==> config.mk <==
export PLATFORM = sky130hd
export DESIGN_NAME = irq_control_unit
export DESIGN_NICKNAME = d
export VERILOG_FILES = /design/src/logic/icu_pkg.sv /design/src/logic/prio_resolver.sv /design/src/logic/irq_control_unit.sv
export SDC_FILE = /design/constraint.sdc
export NUM_CORES = 1
export LEC_CHECK = 0
export BUFFER_PORTS_ARGS = -buffer_cell sky130_fd_sc_hd__buf_2
export CAP_MARGIN = 25
export CORE_MARGIN = 1.5
export CORE_UTILIZATION = 35
export CTS_CLUSTER_SIZE = 12
export DETAILED_ROUTE_END_ITERATION = 6
export GPL_TIMING_DRIVEN = 0
export PLACE_DENSITY = 0.48
export SLEW_MARGIN = 20
export SYNTH_ARGS = -nofsm -noshare
export SYNTH_HDL_FRONTEND = slang
export SYNTH_SLANG_ARGS = --single-unit
==> constraint.sdc <==
create_clock -name clk -period 4.4 [get_ports clk]
set_clock_uncertainty 0.15 [all_clocks]
set_input_delay 0.88 -clock clk [delete_from_list [all_inputs] [get_ports clk]]
set_output_delay 0.88 -clock clk [all_outputs]
set_load 0.01 [all_outputs]
==> src/logic/icu_pkg.sv <==
// shared constants and carrier types for the cascaded interrupt control unit
package icu_pkg;

   // ----------------------------------------------------------------
   // request line counts
   // ----------------------------------------------------------------
   localparam int EXT_N  = 8;              // external request pins
   localparam int INT_N  = 8;              // internal peripheral lines
   localparam int CASC_N = 4;              // low pins that may carry a cascaded controller
   localparam int MST_N  = EXT_N + 1;      // master sees the pins plus the slave
   localparam int MST_BW = $clog2(MST_N);  // master index width
   localparam int SLV_BW = $clog2(INT_N);  // slave index width

   // slave request enters the master at the lowest-priority slot by default
   localparam logic [MST_BW-1:0] SLAVE_IDX = 4'h8;

   // ----------------------------------------------------------------
   // carrier types
   // ----------------------------------------------------------------
   // per-controller setup written by software
   typedef struct packed {
      logic       edge_mode;  // 1: rising edge, 0: active-high level
      logic [2:0] prio_base;  // line that currently holds top priority
   } ctrl_cfg_t;

   // identity of the request handed to the core at acknowledge
   typedef struct packed {
      logic       from_slave; // 1: internal line, 0: external pin
      logic [2:0] line;       // line number inside that controller
   } irq_vector_t;

   localparam ctrl_cfg_t   CFG_DEFAULT = '{edge_mode: 1'b0, prio_base: 3'h0};
   localparam irq_vector_t VEC_NONE    = '{from_slave: 1'b0, line: 3'h0};

endpackage

==> src/logic/prio_resolver.sv <==
// one priority-resolving request controller: pending latch and rotating resolver
module prio_resolver #(
   parameter int N = 8
) (
   input  wire logic                 clk,         // peripheral clock
   input  wire logic                 reset,       // synchronous, active high
   input  wire logic [N-1:0]         req_in,      // request levels, same clock
   input  wire logic                 edge_mode,   // 1: rising edge recognition
   input  wire logic [N-1:0]         force_level, // lines always level sensitive
   input  wire logic [$clog2(N)-1:0] base,        // top-priority line
   input  wire logic                 ack,         // clear the selected request
   output logic      [N-1:0]         pend_r,      // pending-request bits
   output logic                      any_r,       // some request selected
   output logic      [$clog2(N)-1:0] sel_r        // selected line
);

   localparam int BW = $clog2(N);

   // ----------------------------------------------------------------
   // elaboration check
   // ----------------------------------------------------------------
   if (N < 2 || N > 16) begin : g_bad_n
      $error("prio_resolver: N must lie in 2..16");
   end

   // ----------------------------------------------------------------
   // resolver: first pending line walking from base upward, wrapping
   // ----------------------------------------------------------------
   function automatic logic [BW:0] resolve(input logic [N-1:0] p, input logic [BW-1:0] b);
      logic [BW:0] r;
      int          idx;
      r = '0;
      for (int k = N - 1; k >= 0; k--) begin
         idx = (int'(b) + k) % N;
         if (p[idx]) begin
            r = {1'b1, BW'(idx)};
         end
      end
      return r;
   endfunction

   logic [N-1:0]  prev_r, prev_nxt, pend_nxt;
   logic          any_nxt;
   logic [BW-1:0] sel_nxt;
   logic [BW:0]   res;

   // pending bits; a new edge wins over an acknowledge clear in the same cycle
   always_comb begin
      prev_nxt = req_in;
      for (int i = 0; i < N; i++) begin
         if (!edge_mode || force_level[i]) begin
            pend_nxt[i] = req_in[i];
         end else begin
            pend_nxt[i] = (req_in[i] & ~prev_r[i])
                        | (pend_r[i] & ~(ack && any_r && sel_r == BW'(i)));
         end
      end
      res     = resolve(pend_r, base);
      any_nxt = res[BW];
      sel_nxt = res[BW-1:0];
   end

   // registers, all cleared on chip reset
   always_ff @(posedge clk) begin
      if (reset) begin
         prev_r <= '0;
         pend_r <= '0;
         any_r  <= 1'b0;
         sel_r  <= '0;
      end else begin
         prev_r <= prev_nxt;
         pend_r <= pend_nxt;
         any_r  <= any_nxt;
         sel_r  <= sel_nxt;
      end
   end

   logic [N-1:0] pend_q;
   always_ff @(posedge clk) begin
      pend_q <= pend_r;
   end
endmodule

==> src/logic/irq_control_unit.sv <==
// cascaded interrupt control unit: master and slave resolvers, pin sync, core handshake
// Summary of operation
// - the unit is two priority resolvers, a master and a slave, the slave feeding one master input.
// - eight external pins and eight internal lines are accepted as requests.
// - each request line owns a pending bit that follows its level, or in edge mode, except on cascaded pins, is set on a rise and held until acknowledged.
// - each controller is set to recognise active-high levels or rising edges.
// - among several pending requests the resolver picks the one with top priority in the current order.
// - the resolver drives one request line to the core while a request is selected.
// - after reset line zero has top priority and line seven the lowest, with the slave input below pin seven on the master.
// - software writes may move the priority order away from the default.
// - up to four external controllers hang on the four lowest pins.
module irq_control_unit (
   input  wire logic                       clk,                // peripheral clock, 20 MHz
   input  wire logic                       reset,              // synchronous, active high
   input  wire logic [icu_pkg::EXT_N-1:0]  ext_irq_pins,       // external request pins, asynchronous
   input  wire logic [icu_pkg::INT_N-1:0]  internal_irq_lines, // peripheral requests, same clock
   input  wire logic [icu_pkg::CASC_N-1:0] cascade_en,         // pins carrying an external controller
   input  wire logic                       cfg_wr,             // software write strobe
   input  wire icu_pkg::ctrl_cfg_t         master_cfg_in,      // master setup to write
   input  wire icu_pkg::ctrl_cfg_t         slave_cfg_in,       // slave setup to write
   input  wire logic                       irq_ack,            // core acknowledge pulse
   output icu_pkg::ctrl_cfg_t              master_cfg_r,       // master setup in force
   output icu_pkg::ctrl_cfg_t              slave_cfg_r,        // slave setup in force
   output logic                            irq_to_core_r,      // interrupt request to core
   output logic                            ack_valid_r,        // vector valid, one cycle
   output icu_pkg::irq_vector_t            ack_vector_r,       // acknowledged request
   output logic [icu_pkg::CASC_N-1:0]      casc_active_r       // external controller being served
);

   localparam int EN  = icu_pkg::EXT_N;
   localparam int MN  = icu_pkg::MST_N;
   localparam int MBW = icu_pkg::MST_BW;
   localparam int SBW = icu_pkg::SLV_BW;
   localparam int CN  = icu_pkg::CASC_N;

   // ----------------------------------------------------------------
   // pin synchroniser: three stages, change taken once stages 2 and 3 agree
   // ----------------------------------------------------------------
   logic [EN-1:0] s1_r, s2_r, s3_r, ext_filt_r;
   logic [EN-1:0] ext_filt_nxt;

   // filter keeps the old value while the last two stages still disagree
   always_comb begin
      for (int i = 0; i < EN; i++) begin
         ext_filt_nxt[i] = (s2_r[i] == s3_r[i]) ? s3_r[i] : ext_filt_r[i];
      end
   end

   always_ff @(posedge clk) begin
      if (reset) begin
         s1_r       <= '0;
         s2_r       <= '0;
         s3_r       <= '0;
         ext_filt_r <= '0;
      end else begin
         s1_r       <= ext_irq_pins;
         s2_r       <= s1_r;
         s3_r       <= s2_r;
         ext_filt_r <= ext_filt_nxt;
      end
   end

   // ----------------------------------------------------------------
   // software setup registers
   // ----------------------------------------------------------------
   icu_pkg::ctrl_cfg_t master_cfg_nxt, slave_cfg_nxt;

   // a write replaces both setups at once; reset restores the fixed order
   always_comb begin
      master_cfg_nxt = cfg_wr ? master_cfg_in : master_cfg_r;
      slave_cfg_nxt  = cfg_wr ? slave_cfg_in  : slave_cfg_r;
   end

   always_ff @(posedge clk) begin
      if (reset) begin
         master_cfg_r <= icu_pkg::CFG_DEFAULT;
         slave_cfg_r  <= icu_pkg::CFG_DEFAULT;
      end else begin
         master_cfg_r <= master_cfg_nxt;
         slave_cfg_r  <= slave_cfg_nxt;
      end
   end

   // ----------------------------------------------------------------
   // master and slave resolvers
   // ----------------------------------------------------------------
   logic [MN-1:0]  m_pend, m_req, m_force;
   logic           m_any, s_any, m_ack, s_ack;
   logic [MBW-1:0] m_sel;
   logic [EN-1:0]  s_pend;
   logic [SBW-1:0] s_sel;

   // slave request rides the master as a level; cascaded pins are levels too,
   // since an external controller holds its request until acknowledged
   always_comb begin
      m_req   = {s_any, ext_filt_r};
      m_force = {1'b1, {(EN - CN){1'b0}}, cascade_en};
      m_ack   = irq_ack && m_any;
      s_ack   = irq_ack && m_any && m_sel == icu_pkg::SLAVE_IDX;
   end

   prio_resolver #(.N(MN)) u_master (
      .clk         (clk),
      .reset       (reset),
      .req_in      (m_req),
      .edge_mode   (master_cfg_r.edge_mode),
      .force_level (m_force),
      .base        ({1'b0, master_cfg_r.prio_base}),
      .ack         (m_ack),
      .pend_r      (m_pend),
      .any_r       (m_any),
      .sel_r       (m_sel)
   );

   prio_resolver #(.N(icu_pkg::INT_N)) u_slave (
      .clk         (clk),
      .reset       (reset),
      .req_in      (internal_irq_lines),
      .edge_mode   (slave_cfg_r.edge_mode),
      .force_level ('0),
      .base        (slave_cfg_r.prio_base),
      .ack         (s_ack),
      .pend_r      (s_pend),
      .any_r       (s_any),
      .sel_r       (s_sel)
   );

   // ----------------------------------------------------------------
   // core request and acknowledge answer
   // ----------------------------------------------------------------
   logic                 irq_to_core_nxt, ack_valid_nxt;
   icu_pkg::irq_vector_t ack_vector_nxt;
   logic [CN-1:0]        casc_active_nxt;

   // vector holds until the next acknowledge; cascade select is one cycle
   always_comb begin
      irq_to_core_nxt = m_any;
      ack_valid_nxt   = m_ack;
      ack_vector_nxt  = ack_vector_r;
      casc_active_nxt = '0;
      if (m_ack) begin
         if (m_sel == icu_pkg::SLAVE_IDX) begin
            ack_vector_nxt = '{from_slave: 1'b1, line: s_sel};
         end else begin
            ack_vector_nxt = '{from_slave: 1'b0, line: m_sel[SBW-1:0]};
            if (m_sel < MBW'(CN)) begin
               casc_active_nxt = cascade_en & CN'(1 << m_sel);
            end
         end
      end
   end

   always_ff @(posedge clk) begin
      if (reset) begin
         irq_to_core_r <= 1'b0;
         ack_valid_r   <= 1'b0;
         ack_vector_r  <= icu_pkg::VEC_NONE;
         casc_active_r <= '0;
      end else begin
         irq_to_core_r <= irq_to_core_nxt;
         ack_valid_r   <= ack_valid_nxt;
         ack_vector_r  <= ack_vector_nxt;
         casc_active_r <= casc_active_nxt;
      end
   end
endmodule

=== After elaboration in Yosys (flattened, before gate mapping) ===
Index checks and enable logic that the tools add are counted.

* Input bits: 32
* Register bits after elaboration: 92
* Output and inout port bits: 18
* Logic and storage cells: 303

* Reduce and logical (&&, ||, !) cells: 35
* Add/subtract/negate cells: 15
* Magnitude comparators: 18
* Eq/ne operators: 23
* Bitwise gates (word level): 90
* Muxes and demuxes: 84
* Shift operators: 1
* Divide/modulo/power cells: 9

{| class="wikitable"
|+ Operators by type and width
! kind !! count
|-
| 32-bit by 6-bit < comparator with 1-bit output, second input constant || 9
|-
| 32-bit by 5-bit remainder unit with 32-bit output, second input constant || 8
|-
| 1-bit 2-to-1 mux || 49
|-
| 5-bit 2-to-1 mux || 9
|-
| 1-bit binary-select mux with 4-bit select || 9
|-
| 4-bit 2-to-1 mux || 9
|-
| 4-bit by 5-bit < comparator with 1-bit output, second input constant || 7
|-
| 1-bit NOT || 34
|-
| 1-bit bitwise AND || 32
|-
| 4-bit by 5-bit remainder unit with 32-bit output, second input constant || 1
|-
| 1-bit binary-select mux with 3-bit select || 8
|-
| 3-bit OR reduction || 7
|-
| 1-bit logical AND || 20
|-
| 3-bit by 3-bit adder with 4-bit output, second input constant || 4
|-
| 4-bit by 3-bit equality test with 1-bit output, second input constant || 4
|-
| 1-bit bitwise OR || 16
|-
| 3-bit adder, second input constant || 4
|-
| 3-bit equality test, second input constant || 4
|-
| 3-bit by 2-bit adder with 4-bit output, second input constant || 2
|-
| 1-bit equality test || 8
|-
| 4-bit by 2-bit equality test with 1-bit output, second input constant || 2
|-
| 1-bit bitwise AND, first input constant || 7
|-
| 3-bit by 2-bit adder with 3-bit output, second input constant || 2
|-
| 3-bit by 2-bit equality test with 1-bit output, second input constant || 2
|-
| 15 further kinds || 18
|}

=== Longest topological paths before layout ===
* Depth after elaboration: 14
* Depth in mapped cells: 16
* Depth with buffers taken out: 12

=== Cells and area by module ===
A second synthesis with hierarchy kept.

* Cells, all modules: 1030
* Area total of the unflattened synthesis: 8630.8 µm²

{| class="wikitable"
|+ Modules (own cells, without submodules)
! module !! sequential area each (µm²) !! area an instance (µm²) !! cells each !! times used
|-
| prio_resolver (u_master) || 460.4 || 5402.7 || 702 || 1
|-
| prio_resolver (u_slave) || 400.4 || 1625.3 || 178 || 1
|-
| irq_control_unit || 1001.0 || 1602.8 || 150 || 1
|}

=== Worst setup path after synthesis ===
No wires, ideal clock.

* Path kind: register -> register
* Start: reg master_cfg_r[0] (netlist bit)
* End: reg u_master.sel_r[1]
* Cell stages (with the launch flop): 16
* Setup slack: 0.590 ns
* Data required time: 4.126 ns
* Library setup time: 0.124 ns
* Buffers on the path: 3
* Clock period less this slack: 3.810 ns
* Arrival time: 3.536 ns
* Path through: dfxtp_1 buf_6 buf_6 inv_1 buf_1 ha_1 inv_1 fa_1 a21oi_1 nor2_1 xnor2_1 or4b_1 and2_1 o2111a_1 o21ai_0 a31oi_1

* Word-level cells in the longest chain between the ends: 14
* Elaborated cells between the ends (all ways): 53
* Classes of those cells: 8 x add/sub; 9 x div; 36 x mux

{| class="wikitable"
|+ RTL lines
! item !! line !! source
|-
| start, declared || irq_control_unit.sv:22 || <nowiki>output icu_pkg::ctrl_cfg_t master_cfg_r,</nowiki>
|-
| start signal, assigned || irq_control_unit.sv:76 || <nowiki>master_cfg_r <= icu_pkg::CFG_DEFAULT;</nowiki>
|-
| start signal, assigned || irq_control_unit.sv:79 || <nowiki>master_cfg_r <= master_cfg_nxt;</nowiki>
|-
| 3-bit by 4-bit adder with 5-bit output || prio_resolver.sv:34 || <nowiki>idx = (int'(b) + k) % N;</nowiki>
|-
| 32-bit by 5-bit remainder unit with 32-bit output || prio_resolver.sv:34 ||
|-
| 1-bit binary-select mux with 4-bit select || prio_resolver.sv:35 || <nowiki>if (p[idx]) begin</nowiki>
|-
| 1-bit 2-to-1 mux (implied by the code) (2 in a row) || prio_resolver.sv:35 ||
|-
| 5-bit 2-to-1 mux (8 in a row) || prio_resolver.sv:35 ||
|-
| 5-bit 2-to-1 mux (*) || prio_resolver.sv:35 ||
|-
| end signal, assigned || prio_resolver.sv:74 || <nowiki>sel_r <= sel_nxt;</nowiki>
|-
| end, declared || prio_resolver.sv:14 || <nowiki>output logic [$clog2(N)-1:0] sel_r</nowiki>
|}

Mark *: on every way between the ends. The rest lies on a longest branch, timed or not. The select of a mux whose other input is x is not followed.
A chain may end at the register's enable or synchronous reset.

=== Final worst setup path ===
* Start: reg master_cfg_r[0] (netlist bit)
* End: reg u_master.sel_r[0]

The elaborated chain is that of the path after synthesis.

==> run metrics <==
hold-fix buffers at CTS 0; Synth Area in Adders 0.0421; vias in the first global route 5343; # H-tree levels 3; GRT Residual Overflow 0; gp weighted congestion 0.926; area fraction in compound gates after synthesis 0.215; reg2reg setup slack between 0.1 and 0.15 ns; crit-path max cell delay approximately 0.47 ns; DRT Pass-1 Iters 5; Tcrit/Tclk final 0.975; Hold WC Path Type reg2reg; ordered list of cells on the worst path buf_6 > buf_6 > inv_1 > clkbuf_4 > ha_1 > ha_1 > clkbuf_2 > buf_4 > a21oi_1 > a2111oi_0 > nor4b_1 > nor3_2 > o21ai_0 > o21a_1 > o41ai_2; average wire per standard cell ~19 microns; Post-DP HPWL 14700 microns; Syn Area/Cell about 8.6 sq um; Yosys warnings 0; TritonCTS sink count 92; post-route setup TNS 0 ns; final setup vio count 0; Final Slew Violations 0; mux cell area share after synthesis 0.129; largest family of logic cells by synthesized area simple AND/OR/NAND/NOR gates; post-synth net total 767; vias per inst 5.61; FP Rows 48; status finished clean; via count 5647; gr usage total 0.214; Final WS setup 0.109 ns; clk buf depth 2; register area share after synthesis 0.301; antenna violations before repair 0; Top delay family on crit path buffers and inverters; Detailed Route WL 19400 microns; RR Startpoint master_cfg_r[0]$_SDFFE_PP0P_; Slew HR 0.536; Die W 135 microns; Final nets 828; Fmax 233 MHz; nature of the critical path startpoint flip-flop; post-route ant nets 0; Main synth FF type dfxtp_1; fraction of registers with async set/reset 0; slowest CP cell a2111oi_0; Cell Area, Synth 0.00612 sq mm; #FFs+latches synth 92; maxcap violations 0; clock slew at reported path FFs roughly 0.060 ns; root buf cell clkbuf_16; Placed Cells 988; Bufs and invs on worst path 6; CTS tree built; Seq. cell area around 0.0018 sq mm; I/O pin cnt 50; final core occ 0.411; core area roughly 0.017 sq mm; Place WS -0.570 ns; WP data arrival ~4.4 ns; largest net degree at the start of global routing 17; peak supply drop about 0.00030 V; layout cells sized above 1 0.179; type of destination of the critical path flip-flop; Multi-input gate area between 0.003 and 0.004 sq mm; die height 135 microns; Layout area overhead 15.3%; TritonCTS Buffers 9; Final Hold Viols 0; DR iter-0 viols approximately 430; DRC Markers 0; area of the die 0.0183 sq mm; crit path kind reg2reg; PD cells 337 mW/mm^2; slew at the pin closest to its max-slew limit 0.697 ns; IO Port Bufs 48; clk_lat worst skew 0.34 ns; fin crit period 4.29 ns; XOR/XNOR Fraction of Synth Area 0.0143; crit path max fanout 13; Ant. Diodes 0; Critical Path Source master_cfg_r[0]$_SDFFE_PP0P_; Non-Filler Instances 1006; CP required between 4 and 5 ns; post-synthesis cell type count 79; EDFF count, synth 0; first-pass GRT wire length roughly 30000 microns; Initial Util 0.356; Syn Inst Count 715; hold_sp s1_r[6]$_SDFF_PP0_; simple-gate share of the synthesized area 0.248; total power 2380 uW; P_leak 0.00283 uW; Fillers 1796
power by group:
group | switching, uW | internal (uW) | leakage (uW) | total, uW
combinational | 331 | 224 | 0.00190 | 555
clock | 328 | 578 | 0.000175 | 905
sequential | 45.0 | 875 | 0.000755 | 920
per-stage QoR:
step	instance area [sq um]	hold slack (ns)
final	7060	0.286
after global routing	7060	0.313
after CTS	7010	0.289
after detailed placement	6640	0.273
after global placement	6640	0.269
after floorplan	6120	0.264
Yosys cell counts (5+ instances only):
cell,number,share of area
nor4_1,5,0.0051
nand4_1,11,0.011
mux2_2,7,0.013
a21o_1,9,0.011
buf_6,5,0.0092
nor2b_1,59,0.060
inv_1,18,0.011
a32o_1,13,0.021
clkbuf_1,18,0.011
a21oi_1,43,0.035
nand3b_1,6,0.0074
nor3b_1,5,0.0061
dfxtp_1,92,0.30
buf_2,9,0.0074
mux4_2,16,0.059
xnor2_1,8,0.011
nor3_1,13,0.011
nand3_1,18,0.015
nor2_1,42,0.026
buf_1,8,0.0049
and2_1,6,0.0061
o21a_1,5,0.0061
a31oi_1,7,0.0072
ha_1,19,0.039
a211oi_1,5,0.0061
mux2i_1,35,0.057
o21ai_0,42,0.034
and3_1,10,0.010
o2111ai_1,5,0.0072
a21boi_0,5,0.0061
nand2_1,82,0.050
nand2b_1,5,0.0051
repair_timing:
| action | in CTS | in global routing |
|---|---|---|
| gates resized for setup | 5 | 11 |
| pin swaps | 0 | 1 |
| buffers inserted | 0 | 2 |
| endpoints found under the setup margin | 5 | 5 |
| gates cloned | 0 | 0 |
routing by layer:
metal / GRT usage / wire, microns
met2: 0.336 / 8720
met4: 0.102 / 714
met3: 0.0210 / 944
met5: 0 / 0
met1: 0.297 / 9000
final timing paths:
kind         depth (start not counted)                            to
max                                 15  u_master.sel_r[0]$_SDFF_PP0_
min                                  1            s2_r[6]$_SDFF_PP0_
max reg2reg                         15  u_master.sel_r[0]$_SDFF_PP0_
min reg2reg                          1            s2_r[6]$_SDFF_PP0_
cells in the final DEF (no fill, tap or decap), types with 16 or more instances in the layout:
cell type | synthesis | routed
nor2_1 | 42 | 42
mux4_2 | 16 | 16
nor2b_1 | 59 | 59
mux2i_1 | 35 | 35
buf_2 | 9 | 57
a21oi_1 | 43 | 42
dfxtp_1 | 92 | 90
nand3_1 | 18 | 18
ha_1 | 19 | 19
clkbuf_1 | 18 | 17
inv_1 | 18 | 18
o21ai_0 | 42 | 41
nand2_1 | 82 | 82
flip-flops by register name (all words and copies together) (netlist names), 8 cells and up:
register and count:
u_master.prev_r 8, u_master.pend_r 9, s1_r 8, s2_r 8, s3_r 8, u_slave.pend_r 8
u_slave.prev_r 8, ext_filt_r 8
layout make-up:
class / instances / area share
clock inverters: 6 / 0.0168
well taps: 225 / 0.0399
inverters: 20 / 0.0112
plain buffers: 45 / 0.0342
multi-input cells: 558 / 0.566
clock buffers: 10 / 0.0339
flip-flops and latches: 92 / 0.262
repair buffers: 50 / 0.0362
cell families after synthesis:
family,after synthesis
fa+ha+maj,20
xor+xnor,10
compound gates,184
buf+inv,65
mux,58
flops,92
simple gates,286
Power figures use the tool's default switching activity.
